### config.mk
export PLATFORM = sky130hd
export DESIGN_NAME = ioxap_top
export DESIGN_NICKNAME = d
export VERILOG_FILES = /design/src/verilog/ioxap_pkg.sv /design/src/verilog/ioxap_arb.sv /design/src/verilog/ioxap_top.sv
export SDC_FILE = /design/constraint.sdc
export NUM_CORES = 1
export LEC_CHECK = 0
export BUFFER_PORTS_ARGS = -buffer_cell sky130_fd_sc_hd__buf_4
export CAP_MARGIN = 20
export CORE_ASPECT_RATIO = 2
export CORE_MARGIN = 5
export CORE_UTILIZATION = 39
export CTS_CLUSTER_DIAMETER = 150
export DETAILED_ROUTE_END_ITERATION = 7
export GPL_TIMING_DRIVEN = 0
export PLACE_DENSITY = 0.7
export SLEW_MARGIN = 25
export SYNTH_ARGS = -nofsm -noshare
export SYNTH_HDL_FRONTEND = slang
export SYNTH_SLANG_ARGS = --single-unit
### constraint.sdc
create_clock -name sys_clk -period 2.5 [get_ports sys_clk]
set_input_delay 0 -clock sys_clk [delete_from_list [all_inputs] [get_ports sys_clk]]
set_output_delay 0 -clock sys_clk [all_outputs]
set_load 0.05 [all_outputs]
### src/verilog/ioxap_pkg.sv
package ioxap_pkg;
  // Register byte offsets
  localparam logic [11:0] OFS_ACCESS   = 12'h430;
  localparam logic [11:0] OFS_EXPADDR0 = 12'h434;
  localparam logic [11:0] OFS_EXPADDR1 = 12'h438;
  localparam logic [11:0] OFS_INT_STAT = 12'h440;
  localparam logic [11:0] OFS_INT_CLR  = 12'h444;
  localparam logic [11:0] OFS_INT_EN   = 12'h448;
  // Access register fields
  localparam int          PIN_W        = 16;
  localparam int          REFRESH_BIT  = 24;
  localparam int          TEST_BIT     = 25;
  localparam int          SEL_LSB      = 26;
  localparam int          SEL_W        = 4;
  localparam int          DONE_BIT     = 31;
  // Expander count and bus address field
  localparam int          NUM_EXP      = 5;
  localparam int          ADDR_W       = 7;
  localparam int          ADDR_LSB     = 1;
  localparam int          FIELD_STRIDE = 8;
  localparam logic [3:0]  SEL_MAX      = 4'h4;
  // Interrupt status bits
  localparam int          INT_DONE     = 0;
  localparam int          INT_ERR      = 1;
  localparam int          INT_W        = 2;
  // Reset values
  localparam logic [15:0] PIN_RST      = 16'h0000;
  localparam logic [6:0]  ADDR_RST     = 7'h00;
  localparam logic [3:0]  SEL_RST      = 4'h0;

  typedef enum logic [1:0] {
    ST_IDLE = 2'b00,
    ST_BUSY = 2'b01
  } ioxap_state_type;

  // Selector code names one of the five expanders
  function automatic logic sel_valid(input logic [3:0] s);
    sel_valid = (s <= SEL_MAX);
  endfunction
endpackage

### src/verilog/ioxap_arb.sv
`timescale 1ns/10ps
// Holds pending refresh and initialisation requests, one per expander
module ioxap_arb
  import ioxap_pkg::*;
(
  input  wire logic               sys_clk,
  input  wire logic               arst_n,
  input  wire logic               ce,
  input  wire logic [NUM_EXP-1:0] refresh_set,
  input  wire logic [NUM_EXP-1:0] init_set,
  input  wire logic               take,
  output logic                    grant_valid,
  output logic [2:0]              grant_idx,
  output logic                    grant_init
);
  logic [NUM_EXP-1:0] pend_ref_q;
  logic [NUM_EXP-1:0] pend_init_q;
  logic [NUM_EXP-1:0] clr_ref;
  logic [NUM_EXP-1:0] clr_init;

  // Lowest expander first, initialisation ahead of refresh
  always_comb begin
    grant_valid = 1'b0;
    grant_idx   = 3'h0;
    grant_init  = 1'b0;
    for (int i = NUM_EXP - 1; i >= 0; i--) begin
      if (pend_init_q[i] || pend_ref_q[i]) begin
        grant_valid = 1'b1;
        grant_idx   = 3'(i);
        grant_init  = pend_init_q[i];
      end
    end
  end

  // Only the granted request is retired
  always_comb begin
    clr_ref  = '0;
    clr_init = '0;
    if (take && grant_init) begin
      clr_init[grant_idx] = 1'b1;
    end
    if (take && !grant_init) begin
      clr_ref[grant_idx] = 1'b1;
    end
  end

  // New requests win over retirement of the same bit
  always_ff @(posedge sys_clk or negedge arst_n) begin
    if (!arst_n) begin
      pend_ref_q  <= '0;
      pend_init_q <= '0;
    end else if (ce) begin
      pend_ref_q  <= (pend_ref_q & ~clr_ref) | refresh_set;
      pend_init_q <= (pend_init_q & ~clr_init) | init_set;
    end
  end
endmodule

### src/verilog/ioxap_top.sv
// The Wishbone register port was decided locally.
`timescale 1ns/10ps
// Operation
// RULE1 - Pin field reads shadow of selected expander
// RULE2 - Pin writes ignored unless test override set
// RULE3 - Test mode sends software pin values out
// RULE4 - Input bits of pin field stay read-only
// RULE5 - Refresh trigger launches SMBus refresh transaction
// RULE6 - Refresh trigger always reads back zero
// RULE7 - Test mode ignores core outputs; write with trigger
// RULE8 - Select codes zero to four; rest reserved
// RULE9 - Done flag W1C, set on selected refresh
// RULE10 - Done also set on test update finish
// RULE11 - Done also set on selected init finish
// RULE12 - Each expander uses its 7-bit address field
// RULE13 - Inputs updated only on successful refresh; code also updates them on a successful init
module ioxap_top
  import ioxap_pkg::*;
(
  input  wire logic                      sys_clk,
  input  wire logic                      arst_n,
  input  wire logic                      ce,
  input  wire logic                      wb_cyc_i,
  input  wire logic                      wb_stb_i,
  input  wire logic                      wb_we_i,
  input  wire logic [11:0]               wb_adr_i,
  input  wire logic [3:0]                wb_sel_i,
  input  wire logic [31:0]               wb_dat_i,
  output logic      [31:0]               wb_dat_o,
  output logic                           wb_ack_o,
  input  wire logic [NUM_EXP*PIN_W-1:0]  core_out_vals,
  input  wire logic [NUM_EXP*PIN_W-1:0]  out_mask,
  output logic                           smb_req,
  output logic                           smb_init,
  output logic      [2:0]                smb_idx,
  output logic      [ADDR_W-1:0]         smb_addr,
  output logic      [PIN_W-1:0]          smb_wdata,
  input  wire logic                      smb_done,
  input  wire logic                      smb_ok,
  input  wire logic [PIN_W-1:0]          smb_rdata,
  output logic                           irq
);
  logic [PIN_W-1:0]  shadow_q [NUM_EXP];
  logic [ADDR_W-1:0] expaddr_q [NUM_EXP];
  logic              test_q;
  logic [3:0]        sel_q;
  logic              done_q;
  logic [INT_W-1:0]  int_stat_q;
  logic [INT_W-1:0]  int_en_q;
  ioxap_state_type   st_q;
  logic              wr_fire;
  logic              wr_acc;
  logic              wr_test;
  logic [3:0]        wr_sel;
  logic              refresh_req;
  logic [PIN_W-1:0]  wr_pins;
  logic [NUM_EXP-1:0] refresh_set;
  logic [NUM_EXP-1:0] init_set;
  logic              grant_valid;
  logic [2:0]        grant_idx;
  logic              grant_init;
  logic              take;
  logic              finish;
  logic [31:0]       rd_mux;
  logic [PIN_W-1:0]  sh_sel;
  logic [PIN_W-1:0]  mask_sel;
  logic [PIN_W-1:0]  mask_cur;
  logic [PIN_W-1:0]  send_val;

  // Slice helper for the flat per-expander vectors
  function automatic logic [PIN_W-1:0] slice16(input logic [NUM_EXP*PIN_W-1:0] v,
                                               input logic [2:0] i);
    slice16 = v[i*PIN_W +: PIN_W];
  endfunction

  // Bus strobes: a write takes effect on the edge where ack is seen
  assign wr_fire  = ce && wb_cyc_i && wb_stb_i && wb_we_i && wb_ack_o;
  assign wr_acc   = wr_fire && (wb_adr_i == OFS_ACCESS);
  assign wr_sel   = wb_sel_i[3] ? wb_dat_i[SEL_LSB +: SEL_W] : sel_q;
  assign wr_test  = wb_sel_i[3] ? wb_dat_i[TEST_BIT] : test_q;
  assign wr_pins  = {wb_sel_i[1] ? wb_dat_i[15:8] : sh_sel[15:8],
                     wb_sel_i[0] ? wb_dat_i[7:0] : sh_sel[7:0]};
  assign refresh_req = wr_acc && wb_sel_i[3] && wb_dat_i[REFRESH_BIT]
                       && sel_valid(wr_sel);                              // [RULE5] [RULE8]
  assign sh_sel   = sel_valid(sel_q) ? shadow_q[sel_q[2:0]] : PIN_RST;
  assign mask_sel = sel_valid(sel_q) ? slice16(out_mask, sel_q[2:0]) : '0;
  assign mask_cur = slice16(out_mask, smb_idx);
  assign take     = ce && (st_q == ST_IDLE) && grant_valid;
  assign finish   = ce && (st_q == ST_BUSY) && smb_done;

  // Refresh of the selected expander, init of each rewritten address field
  always_comb begin
    refresh_set = '0;
    init_set    = '0;
    if (refresh_req) begin
      refresh_set[wr_sel[2:0]] = 1'b1;
    end
    if (wr_fire && wb_adr_i == OFS_EXPADDR0) begin
      init_set[3:0] = wb_sel_i;                                           // [RULE11]
    end
    if (wr_fire && wb_adr_i == OFS_EXPADDR1) begin
      init_set[4] = wb_sel_i[0];                                          // [RULE11]
    end
  end

  ioxap_arb u_arb (
    .sys_clk     (sys_clk),
    .arst_n      (arst_n),
    .ce          (ce),
    .refresh_set (refresh_set),
    .init_set    (init_set),
    .take        (take),
    .grant_valid (grant_valid),
    .grant_idx   (grant_idx),
    .grant_init  (grant_init)
  );

  // Outputs come from the shadow in test mode, else from the core
  assign send_val = (test_q ? shadow_q[grant_idx] : slice16(core_out_vals, grant_idx))
                    & slice16(out_mask, grant_idx);                       // [RULE3] [RULE7]

  // Transaction sequencer
  always_ff @(posedge sys_clk or negedge arst_n) begin
    if (!arst_n) begin
      st_q <= ST_IDLE;
    end else if (take) begin
      st_q <= ST_BUSY;
    end else if (finish) begin
      st_q <= ST_IDLE;
    end
  end

  // Request held to the SMBus engine until it reports completion
  always_ff @(posedge sys_clk or negedge arst_n) begin
    if (!arst_n) begin
      smb_req   <= 1'b0;
      smb_init  <= 1'b0;
      smb_idx   <= 3'h0;
      smb_addr  <= ADDR_RST;
      smb_wdata <= PIN_RST;
    end else if (take) begin
      smb_req   <= 1'b1;                                                  // [RULE5]
      smb_init  <= grant_init;
      smb_idx   <= grant_idx;
      smb_addr  <= expaddr_q[grant_idx];                                  // [RULE12]
      smb_wdata <= send_val;
    end else if (finish) begin
      smb_req   <= 1'b0;
    end
  end

  // Control fields of the access register
  always_ff @(posedge sys_clk or negedge arst_n) begin
    if (!arst_n) begin
      test_q <= 1'b0;
      sel_q  <= SEL_RST;
    end else if (wr_acc && wb_sel_i[3]) begin
      test_q <= wb_dat_i[TEST_BIT];
      sel_q  <= wb_dat_i[SEL_LSB +: SEL_W];
    end
  end

  // Completion flag: hardware set wins over write-one-to-clear
  always_ff @(posedge sys_clk or negedge arst_n) begin
    if (!arst_n) begin
      done_q <= 1'b0;
    end else if (finish && {1'b0, smb_idx} == sel_q) begin
      done_q <= 1'b1;                                                     // [RULE9] [RULE10] [RULE11]
    end else if (wr_acc && wb_sel_i[3] && wb_dat_i[DONE_BIT]) begin
      done_q <= 1'b0;                                                     // [RULE9]
    end
  end

  // Pin shadow: test writes touch output bits, successful completions refresh all
  always_ff @(posedge sys_clk or negedge arst_n) begin
    if (!arst_n) begin
      for (int i = 0; i < NUM_EXP; i++) begin
        shadow_q[i] <= PIN_RST;
      end
    end else if (ce) begin
      if (wr_acc && wr_test && sel_valid(wr_sel) && wr_sel == sel_q
          && wb_sel_i[1:0] != 2'b00) begin
        shadow_q[sel_q[2:0]] <= (sh_sel & ~mask_sel) | (wr_pins & mask_sel); // [RULE2] [RULE4]
      end
      if (finish && smb_ok) begin
        shadow_q[smb_idx] <= (smb_rdata & ~mask_cur) | (smb_wdata & mask_cur); // [RULE13] [RULE1]
      end
    end
  end

  // Expander bus address fields
  always_ff @(posedge sys_clk or negedge arst_n) begin
    if (!arst_n) begin
      for (int i = 0; i < NUM_EXP; i++) begin
        expaddr_q[i] <= ADDR_RST;
      end
    end else if (wr_fire) begin
      for (int i = 0; i < 4; i++) begin
        if (wb_adr_i == OFS_EXPADDR0 && wb_sel_i[i]) begin
          expaddr_q[i] <= wb_dat_i[i*FIELD_STRIDE+ADDR_LSB +: ADDR_W];    // [RULE12]
        end
      end
      if (wb_adr_i == OFS_EXPADDR1 && wb_sel_i[0]) begin
        expaddr_q[4] <= wb_dat_i[ADDR_LSB +: ADDR_W];
      end
    end
  end

  // Interrupt status, enable and irq level
  always_ff @(posedge sys_clk or negedge arst_n) begin
    if (!arst_n) begin
      int_stat_q <= '0;
      int_en_q   <= '0;
      irq        <= 1'b0;
    end else if (ce) begin
      int_stat_q <= (int_stat_q & ~((wr_fire && wb_adr_i == OFS_INT_CLR)
                                    ? wb_dat_i[INT_W-1:0] : '0))
                    | {finish && !smb_ok, finish};
      if (wr_fire && wb_adr_i == OFS_INT_EN) begin
        int_en_q <= wb_dat_i[INT_W-1:0];
      end
      irq <= |(int_stat_q & int_en_q);
    end
  end

  // Read mux; trigger bit and reserved bits read zero
  always_comb begin
    rd_mux = 32'h0000_0000;
    unique case (wb_adr_i)
      OFS_ACCESS: begin
        rd_mux[PIN_W-1:0]          = sh_sel;                              // [RULE1] [RULE8]
        rd_mux[REFRESH_BIT]        = 1'b0;                                // [RULE6]
        rd_mux[TEST_BIT]           = test_q;
        rd_mux[SEL_LSB +: SEL_W]   = sel_q;
        rd_mux[DONE_BIT]           = done_q;
      end
      OFS_EXPADDR0: begin
        for (int i = 0; i < 4; i++) begin
          rd_mux[i*FIELD_STRIDE+ADDR_LSB +: ADDR_W] = expaddr_q[i];
        end
      end
      OFS_EXPADDR1: rd_mux[ADDR_LSB +: ADDR_W] = expaddr_q[4];
      OFS_INT_STAT: rd_mux[INT_W-1:0] = int_stat_q;
      OFS_INT_EN:   rd_mux[INT_W-1:0] = int_en_q;
      default:      rd_mux = 32'h0000_0000;
    endcase
  end

  // Classic Wishbone slave: ack one cycle after the request, then drop
  always_ff @(posedge sys_clk or negedge arst_n) begin
    if (!arst_n) begin
      wb_ack_o <= 1'b0;
      wb_dat_o <= 32'h0000_0000;
    end else if (ce) begin
      wb_ack_o <= wb_cyc_i && wb_stb_i && !wb_ack_o;
      wb_dat_o <= rd_mux;
    end
  end

  // Checks; timing assumes ce held high
  pin_read_a: assert property (@(posedge sys_clk) disable iff (!arst_n || !ce) // [RULE1]
    wb_ack_o && !wb_we_i && wb_adr_i == OFS_ACCESS && sel_valid(sel_q)
    && !$past(finish) && !$past(wr_acc) |-> wb_dat_o[PIN_W-1:0] == sh_sel)
    else $error("pin field read mismatch");
  write_ignored_a: assert property (@(posedge sys_clk) disable iff (!arst_n || !ce) // [RULE2]
    wr_acc && !wr_test && !finish && wr_sel == sel_q |=> $stable(sh_sel))
    else $error("pin write taken outside test mode");
  inputs_ro_a: assert property (@(posedge sys_clk) disable iff (!arst_n || !ce) // [RULE4]
    wr_acc && !finish && wr_sel == sel_q
    |=> (sh_sel & ~mask_sel) == $past(sh_sel & ~mask_sel))
    else $error("input bit changed by write");
  refresh_launch_a: assert property (@(posedge sys_clk) disable iff (!arst_n || !ce) // [RULE5]
    refresh_req && st_q == ST_IDLE && !grant_valid |=> ##1 smb_req)
    else $error("refresh not launched");
  trigger_zero_a: assert property (@(posedge sys_clk) disable iff (!arst_n || !ce) // [RULE6]
    wb_ack_o && wb_adr_i == OFS_ACCESS |-> !wb_dat_o[REFRESH_BIT])
    else $error("refresh bit reads one");
  test_send_a: assert property (@(posedge sys_clk) disable iff (!arst_n || !ce) // [RULE3]
    $rose(smb_req) && $past(test_q)
    |-> smb_wdata == ($past(shadow_q[grant_idx]) & mask_cur))
    else $error("test mode output not from shadow");
  reserved_sel_a: assert property (@(posedge sys_clk) disable iff (!arst_n || !ce) // [RULE8]
    wr_acc && wb_sel_i[3] && wb_dat_i[REFRESH_BIT]
    && !sel_valid(wb_dat_i[SEL_LSB +: SEL_W]) |-> refresh_set == '0)
    else $error("refresh for reserved select");
  reserved_read_a: assert property (@(posedge sys_clk) disable iff (!arst_n || !ce) // [RULE8]
    wb_ack_o && !wb_we_i && wb_adr_i == OFS_ACCESS && !sel_valid(sel_q) && !$past(wr_acc)
    |-> wb_dat_o[PIN_W-1:0] == PIN_RST)
    else $error("reserved select shows pin data");
  done_set_a: assert property (@(posedge sys_clk) disable iff (!arst_n || !ce) // [RULE9]
    finish && {1'b0, smb_idx} == sel_q
    |=> done_q ##1 (done_q || $past(wr_acc && wb_sel_i[3] && wb_dat_i[DONE_BIT])))
    else $error("done flag not set on completion");
  test_done_a: assert property (@(posedge sys_clk) disable iff (!arst_n || !ce) // [RULE10]
    finish && !smb_init && test_q && {1'b0, smb_idx} == sel_q |=> done_q)
    else $error("done flag not set after test update");
  init_done_a: assert property (@(posedge sys_clk) disable iff (!arst_n || !ce) // [RULE11]
    finish && smb_init && {1'b0, smb_idx} == sel_q |=> done_q)
    else $error("done flag not set after init");
  addr_used_a: assert property (@(posedge sys_clk) disable iff (!arst_n || !ce) // [RULE12]
    $rose(smb_req) |-> smb_addr == $past(expaddr_q[grant_idx]))
    else $error("wrong expander address");
  fail_keep_a: assert property (@(posedge sys_clk) disable iff (!arst_n || !ce) // [RULE13]
    finish && !smb_ok |=> (shadow_q[$past(smb_idx)] & ~mask_cur)
                          == $past(shadow_q[smb_idx] & ~mask_cur))
    else $error("inputs changed by failed transaction");
endmodule

==> results_dict.tcl, run 1 <==
set metrics [dict create \
    power.static_leakage_nw 7.76 \
    worstPathCellList "and3_1 -> nand3b_1 -> nor3_2 -> clkbuf_1 -> nand2_1 -> o31ai_1 -> a21oi_1" \
    netlist-cell-type-count 79 \
    synth.top_cell.area_share 0.374 \
    outcome "complete, but fails checks" \
    final_period_minus_worst_setup_slack_ns 2.55 \
    netSwitchingPower_w 0.00209 \
    critPathLaunchType "flop" \
    routed_wire_length_per_instance_um 31.0 \
    grt_first_pass_wirelength_um 100000 \
    fin_crit_sh 1.02 \
    hp-class "in -> reg" \
    clockBufferDepth 2 \
    post-route-worst-setup-slack_ns -0.0475 \
    ys.warnings.count 0 \
    setup-violations-final 4 \
    wl_um 70200 \
    failing_checks "setup timing" \
    synth-seq-cells 195 \
    initial_core_util 0.395 \
    overflow 0 \
    vias_per_cell 6.63 \
    critical_path.endpoint_type "flop" \
    cell_type_contributing_the_most_total_cell_area_after_synthesis "dfrtp_1" \
    layout-drive-gt1-share 0.364 \
    flow.area_growth_from_synthesis_pct 40.4 \
    port_buffers 290 \
    layoutNonFillerInstCount 2266 \
    switching_share 0.287 \
    first_iter_violations 1703 \
    postSynth.topFlopCell "dfrtp_1" \
    critical_path.n_buffers_inverters 1 \
    drv_slew 0 \
    synth.yosys.seq_area_share 0.374 \
    htreeDepth 4 \
    power.density_cell_area_nw_per_um2 397 \
    sequentialPowerShare 0.438 \
    worst_ep_arrival_time_ns 2.89 \
    finalHoldViolCount 0 \
    hpwl_um 52900 \
    number_of_cells_in_the_design_after_placement 2156 \
    syn_inst 1430 \
    clk_transition_reported_paths_ns 0.08 \
    cp_max_fo 10 \
    cts_buffers 17 \
    timing.clock.skew_ns 0.0148 \
    avgSynthCellArea_um2 9.12 \
    initial_antenna_violation_count 1 \
    clockRootBuffer "clkbuf_16" \
    max-cap-violations 0 \
    power.ir.vdd_worst_uv 588 \
    critical_path_required_ns 2.84 \
    place_ws_ns -1.03 \
    vias 15000 \
    comb_power_share 0.163 \
    first_pass_iters 7 \
    synth.top_cells.by_area "dfrtp_1 (37%), a21oi_1 (7.3%), mux2i_1 (6.8%)" \
    max_clock_freq_ghz 0.393 \
    grt_max_degree 77 \
    rows 94 \
    floorplan.die_area_um2 37400 \
    worst_path_max_delay_cell "clkbuf_1" \
    cpLargestDelayFamily "simple AND/OR/NAND/NOR gates" \
    async_sr_flop_fraction 1.00 \
    worst_slew_margin_rel 0.294 \
    io-pin-count 294 \
    nNetsFinal 2052 \
    power.share.clock 0.399 \
    layout_commonest_cell "buf_4" \
    synthesis.area_um2 13000 \
    finish.utilization 0.554 \
    tightest_slew_ns 1.05 \
    mostFrequentLayoutCells "buf_4 (328), dfrtp_1 (192), a21oi_1 (151), nand2_1 (111), o21ai_0 (91)" \
    final_gp_congestion 1.06 \
    global_route_usage_sum 0.365 \
    design_internal_power_w 0.00519 \
    drc 0 \
    die_y_um 269 \
    slowest_delay_ns 0.63 \
    grt_pass1_vias 15100 \
    clk-insertion-delay-late_ns 0.48 \
    clock_tree_from_tritoncts "yes" \
    number_of_enable_flip_flop_cells_after_synthesis 0 \
    coreArea_um2 33000 \
    drt.antenna.violating_nets 0 \
    cts_sinks 195 \
    fp.dieW_um 139 \
    worstSetupPathType "reg -> reg" \
    fin_hold_ws_ns 0.00550 \
]
[worst reg2reg max path, delay by kind of cell, from the launching register on]
kind / cells / cell delay [ns]
DFF: 1 / 0.49
buffers and inverters: 1 / 0.63
AOI/OAI and AO/OA: 2 / 0.17
and+or+nand+nor: 4 / 1.13
[registers in the layout (all words and copies together), names as in the netlist, 3 cells and up]
name,cells
shadow_q,80
expaddr_q,35
wb_dat_o,30
smb_wdata,16
smb_addr,7
u_arb.pend_init_q,5
u_arb.pend_ref_q,5
sel_q,4
smb_idx,3
[cells by family (layout without fill, tap and decap cells)]
| family | Yosys count | in the layout | share of synthesized area |
|---|---|---|---|
| AOI/OAI and AO/OA | 588 | 588 | 0.283 |
| xor gates and xnor gates | 4 | 4 | 0.00269 |
| buffers and inverters | 150 | 552 | 0.0521 |
| DFF | 195 | 195 | 0.374 |
| muxes | 173 | 173 | 0.152 |
| other | 1 | 3 | 0.000287 |
| and+or+nand+nor | 319 | 319 | 0.136 |
[area by class of cell]
type	count	area (um2)
Tap cell	432	541
Clock buffer	19	453
Timing Repair Buffer	378	3150
Sequential cell	195	4880
Inverter	32	120
Antenna cell	1	2.50
Buffer	110	719
Clock inverter	13	159
Multi-Input combinational cell	1086	8280
Fill cell	2997	14700
[final timing paths]
check	startpoint	to	slack (ns)	cells after the start
setup / recovery	st_q[0]	shadow_q[32]	-0.05	7
hold / removal	wb_cyc_i	wb_ack_o	0.005	4
setup reg to reg	st_q[0]	shadow_q[32]	-0.05	7
hold reg to reg	smb_addr[3]	smb_addr[3]	0.52	1
max in group asynchronous	arst_n	sel_q[0]	1.62	3
min in group asynchronous	arst_n	shadow_q[29]	0.07	2
[through the flow]
stage	cell area [um2]	setup TNS, ns	total power (W)
3_5_place_dp	15900	-76.18	0.00421
4_1_cts	17800	-1.40	0.00722
3_3_place_gp	15800	-72.62	0.00419
6_report	18300	-0.0800	0.00728
2_1_floorplan	13100	0	0.00359
5_1_grt	18300	-0.154	0.00745
[power by group through the flow]
stage                     Combinational [W]  Clock (W)  Sequential (W)
final                               0.00118    0.00290         0.00319
after CTS                           0.00112    0.00291         0.00319
after floorplan                    0.000269          0         0.00332
after global routing                0.00123    0.00304         0.00319
after global placement             0.000942          0         0.00325
after detailed placement           0.000962          0         0.00325
[layer usage]
metal  up-vias  track usage  share of wire  routed length [um]
li1       6218            -              -                   -
met2      1134        0.631           0.48               33900
met4         0        0.309           0.12                8080
met1      7279        0.374           0.31               21700
met3       391       0.0795          0.092                6440
met5         -            0              0                   0
[what timing repair did]
item,4_1_cts,5_1_grt
endpoints found under the setup margin,124,112
setup buffers,13,17
hold buffers,54,0
pin swaps,9,14
cloned,0,1
gates resized for setup,178,111
hold endpoints to repair,333,0
[synthesized netlist by cell type, types with 13 or more instances]
library cell  number
dfrtp_1          195
a21oi_1          191
nand2_1          115
o21ai_0           92
mux2i_1           89
nor2_1            81
clkbuf_1          77
o31ai_1           70
mux2_2            59
a22oi_1           50
o22ai_1           42
a221oi_1          39
inv_1             31
o21ai_1           26
a211oi_1          24
buf_2             21
nand3_1           17
nor3b_1           14
mux4_2            13
Note: power is estimated with default switching activity, not from simulation.
==> run 2, diff against run 1 <==
--- a/config.mk
+++ b/config.mk
@@ -8,7 +8,7 @@
 export BUFFER_PORTS_ARGS = -buffer_cell sky130_fd_sc_hd__buf_4
 export CAP_MARGIN = 20
 export CORE_ASPECT_RATIO = 2
-export CORE_MARGIN = 5
+export CORE_MARGIN = 4
 export CORE_UTILIZATION = 39
 export CTS_CLUSTER_DIAMETER = 150
 export DETAILED_ROUTE_END_ITERATION = 7
==> run 2 against run 1 <==
Effect of this change: the flow now finishes without violations; largest cell class unchanged; via count is 1.6% higher; clock power is 2% lower; global-route usage is 1.3 points higher; register-to-register slack better by 0.05 ns.
==> results_dict.tcl, run 2 (same netlist as run 1, synthesis figures left out) <==
set metrics [dict create \
    outcome "finished clean" \
    number_of_cells_in_the_design_after_placement 2156 \
    cp_max_fo 10 \
    final.fill_count 3019 \
    setup.reg_to_reg.worst_slack_ns 0.001 \
    vias_per_cell 6.70 \
    clk_transition_reported_paths_ns 0.08 \
    setup_crit_start "st_q[0]" \
    total_power_w 0.00720 \
    hp-class "in -> reg" \
    crit_path_end "shadow_q[38]" \
    worstRegToRegCells 7 \
    htreeDepth 4 \
    fin_hold_ws_ns 0.00165 \
    first_iter_violations 1939 \
    regMostFlops "shadow_q" \
    die_y_um 267 \
    io-pin-count 294 \
    nNetsFinal 2065 \
    layout_top_registers "shadow_q: 80 flops, expaddr_q: 35 flops, wb_dat_o: 30 flops" \
    worstSetupPathType "reg -> reg" \
    flow.area_growth_from_synthesis_pct 39.8 \
    max_clock_freq_ghz 0.400 \
    fp.dieW_um 137 \
    cts_buffers 17 \
    worst_slew_margin_rel 0.274 \
    layout_commonest_cell "buf_4" \
    worstHoldStart "smb_rdata[6]" \
    clk-insertion-delay-late_ns 0.48 \
    clock_tree_from_tritoncts "yes" \
    setup-violations-final 0 \
    cts_sinks 195 \
    final_gp_congestion 1.10 \
    drc 0 \
    max-cap-violations 0 \
    drt.antenna.violating_nets 0 \
    finish.utilization 0.554 \
    tightest_slew_ns 1.09 \
    power.density_cell_area_nw_per_um2 395 \
    timing.clock.skew_ns 0.0127 \
    layoutNonFillerInstCount 2279 \
    first_pass_iters 6 \
    wl_um 70200 \
    critical_path_required_ns 2.85 \
    critical_path.endpoint_type "flop" \
    port_buffers 290 \
    grt_pass1_vias 15600 \
    power.static_leakage_nw 7.80 \
    finalHoldViolCount 0 \
    setup_repair_after_global_routing_missed_its_margin "yes" \
    vias 15300 \
    coreArea_um2 32900 \
    worstReg2RegStart "st_q[0]" \
    power.ir.vdd_worst_uv 518 \
    crit-reg2reg-capture "shadow_q[38]" \
    overflow 0 \
    initial_antenna_violation_count 1 \
    hpwl_um 51500 \
    global_route_usage_sum 0.379 \
    fin_crit_sh 1.00 \
    rows 94 \
    worst_ep_arrival_time_ns 2.85 \
    clockRootBuffer "clkbuf_16" \
    layout-drive-gt1-share 0.359 \
    mostFrequentLayoutCells "buf_4 (340), dfrtp_1 (192), a21oi_1 (162), nand2_1 (111), o21ai_0 (91)" \
    critPathLaunchType "flop" \
    drv_slew 0 \
    dpl-instance-area_um2 15900 \
    final_design_area_no_fill_um2 18200 \
    final_period_minus_worst_setup_slack_ns 2.50 \
    largest_register_ffs 80 \
    floorplan.die_area_um2 36600 \
    initial_core_util 0.396 \
    routed_wire_length_per_instance_um 30.8 \
    clockBufferDepth 2 \
    grt_max_degree 87 \
    grt_first_pass_wirelength_um 99800 \
]
[run 2: layer usage]
metal,GRT usage,vias up,share of wire
li1,-,6232,-
met1,0.387,7282,0.30
met3,0.102,474,0.11
met2,0.598,1279,0.46
met4,0.383,0,0.14
met5,0,-,0
[run 2: worst min-delay path by stage]
stage | to | slack (ns) | cells after the start
floorplan | done_q | -0.30 | 0
CTS | wb_dat_o[1] | 0.0002 | 6
global route | smb_wdata[3] | 0.02 | 3
finish | shadow_q[22] | 0.002 | 5
global placement | int_stat_q[1] | 0.23 | 2
detailed placement | shadow_q[30] | -0.12 | 1
[run 2: cell type report]
type                       count  area [um2]  area share
timing repair buffer         389        3200       0.175
antenna                        1        2.50    0.000137
clock inverter                14         163     0.00892
clock buffer                  18         439      0.0241
buffer                       112         736      0.0403
multi-input combinational   1086        8160       0.447
sequential                   195        4880       0.268
tap                          432         541      0.0296
inverter                      32         120     0.00659
[run 2: critical path, stage by stage (launching register included)]
cell      delay [ns]
dfrtp_1         0.47
and3_1          0.36
nand3b_1        0.18
nor3_2          0.47
clkbuf_1        0.58
nand2_1         0.14
o31ai_1         0.10
a21oi_1         0.07
[run 2: stage by stage]
step	setup TNS, ns	setup slack, ns
3_5_place_dp	-71.47	-0.960
5_1_grt	-0.0697	-0.0171
6_report	0	0.00100
4_1_cts	-0.0218	-0.0218
3_3_place_gp	-76.80	-0.967
2_1_floorplan	0	0.00135
[run 2: power by group]
part / internal [W] / switching, W
registers: 0.00317 / 0.0000181
logic: 0.000530 / 0.000639
clock network: 0.00137 / 0.00147
total: 0.00507 / 0.00213
[run 2: what timing repair did]
item	4_1_cts	5_1_grt
resized for setup	176	78
hold buffers	57	0
gates cloned	0	0
setup endpoints to repair	124	111
pin swaps	10	15
setup buffers	12	27
endpoints found under the hold margin	245	0
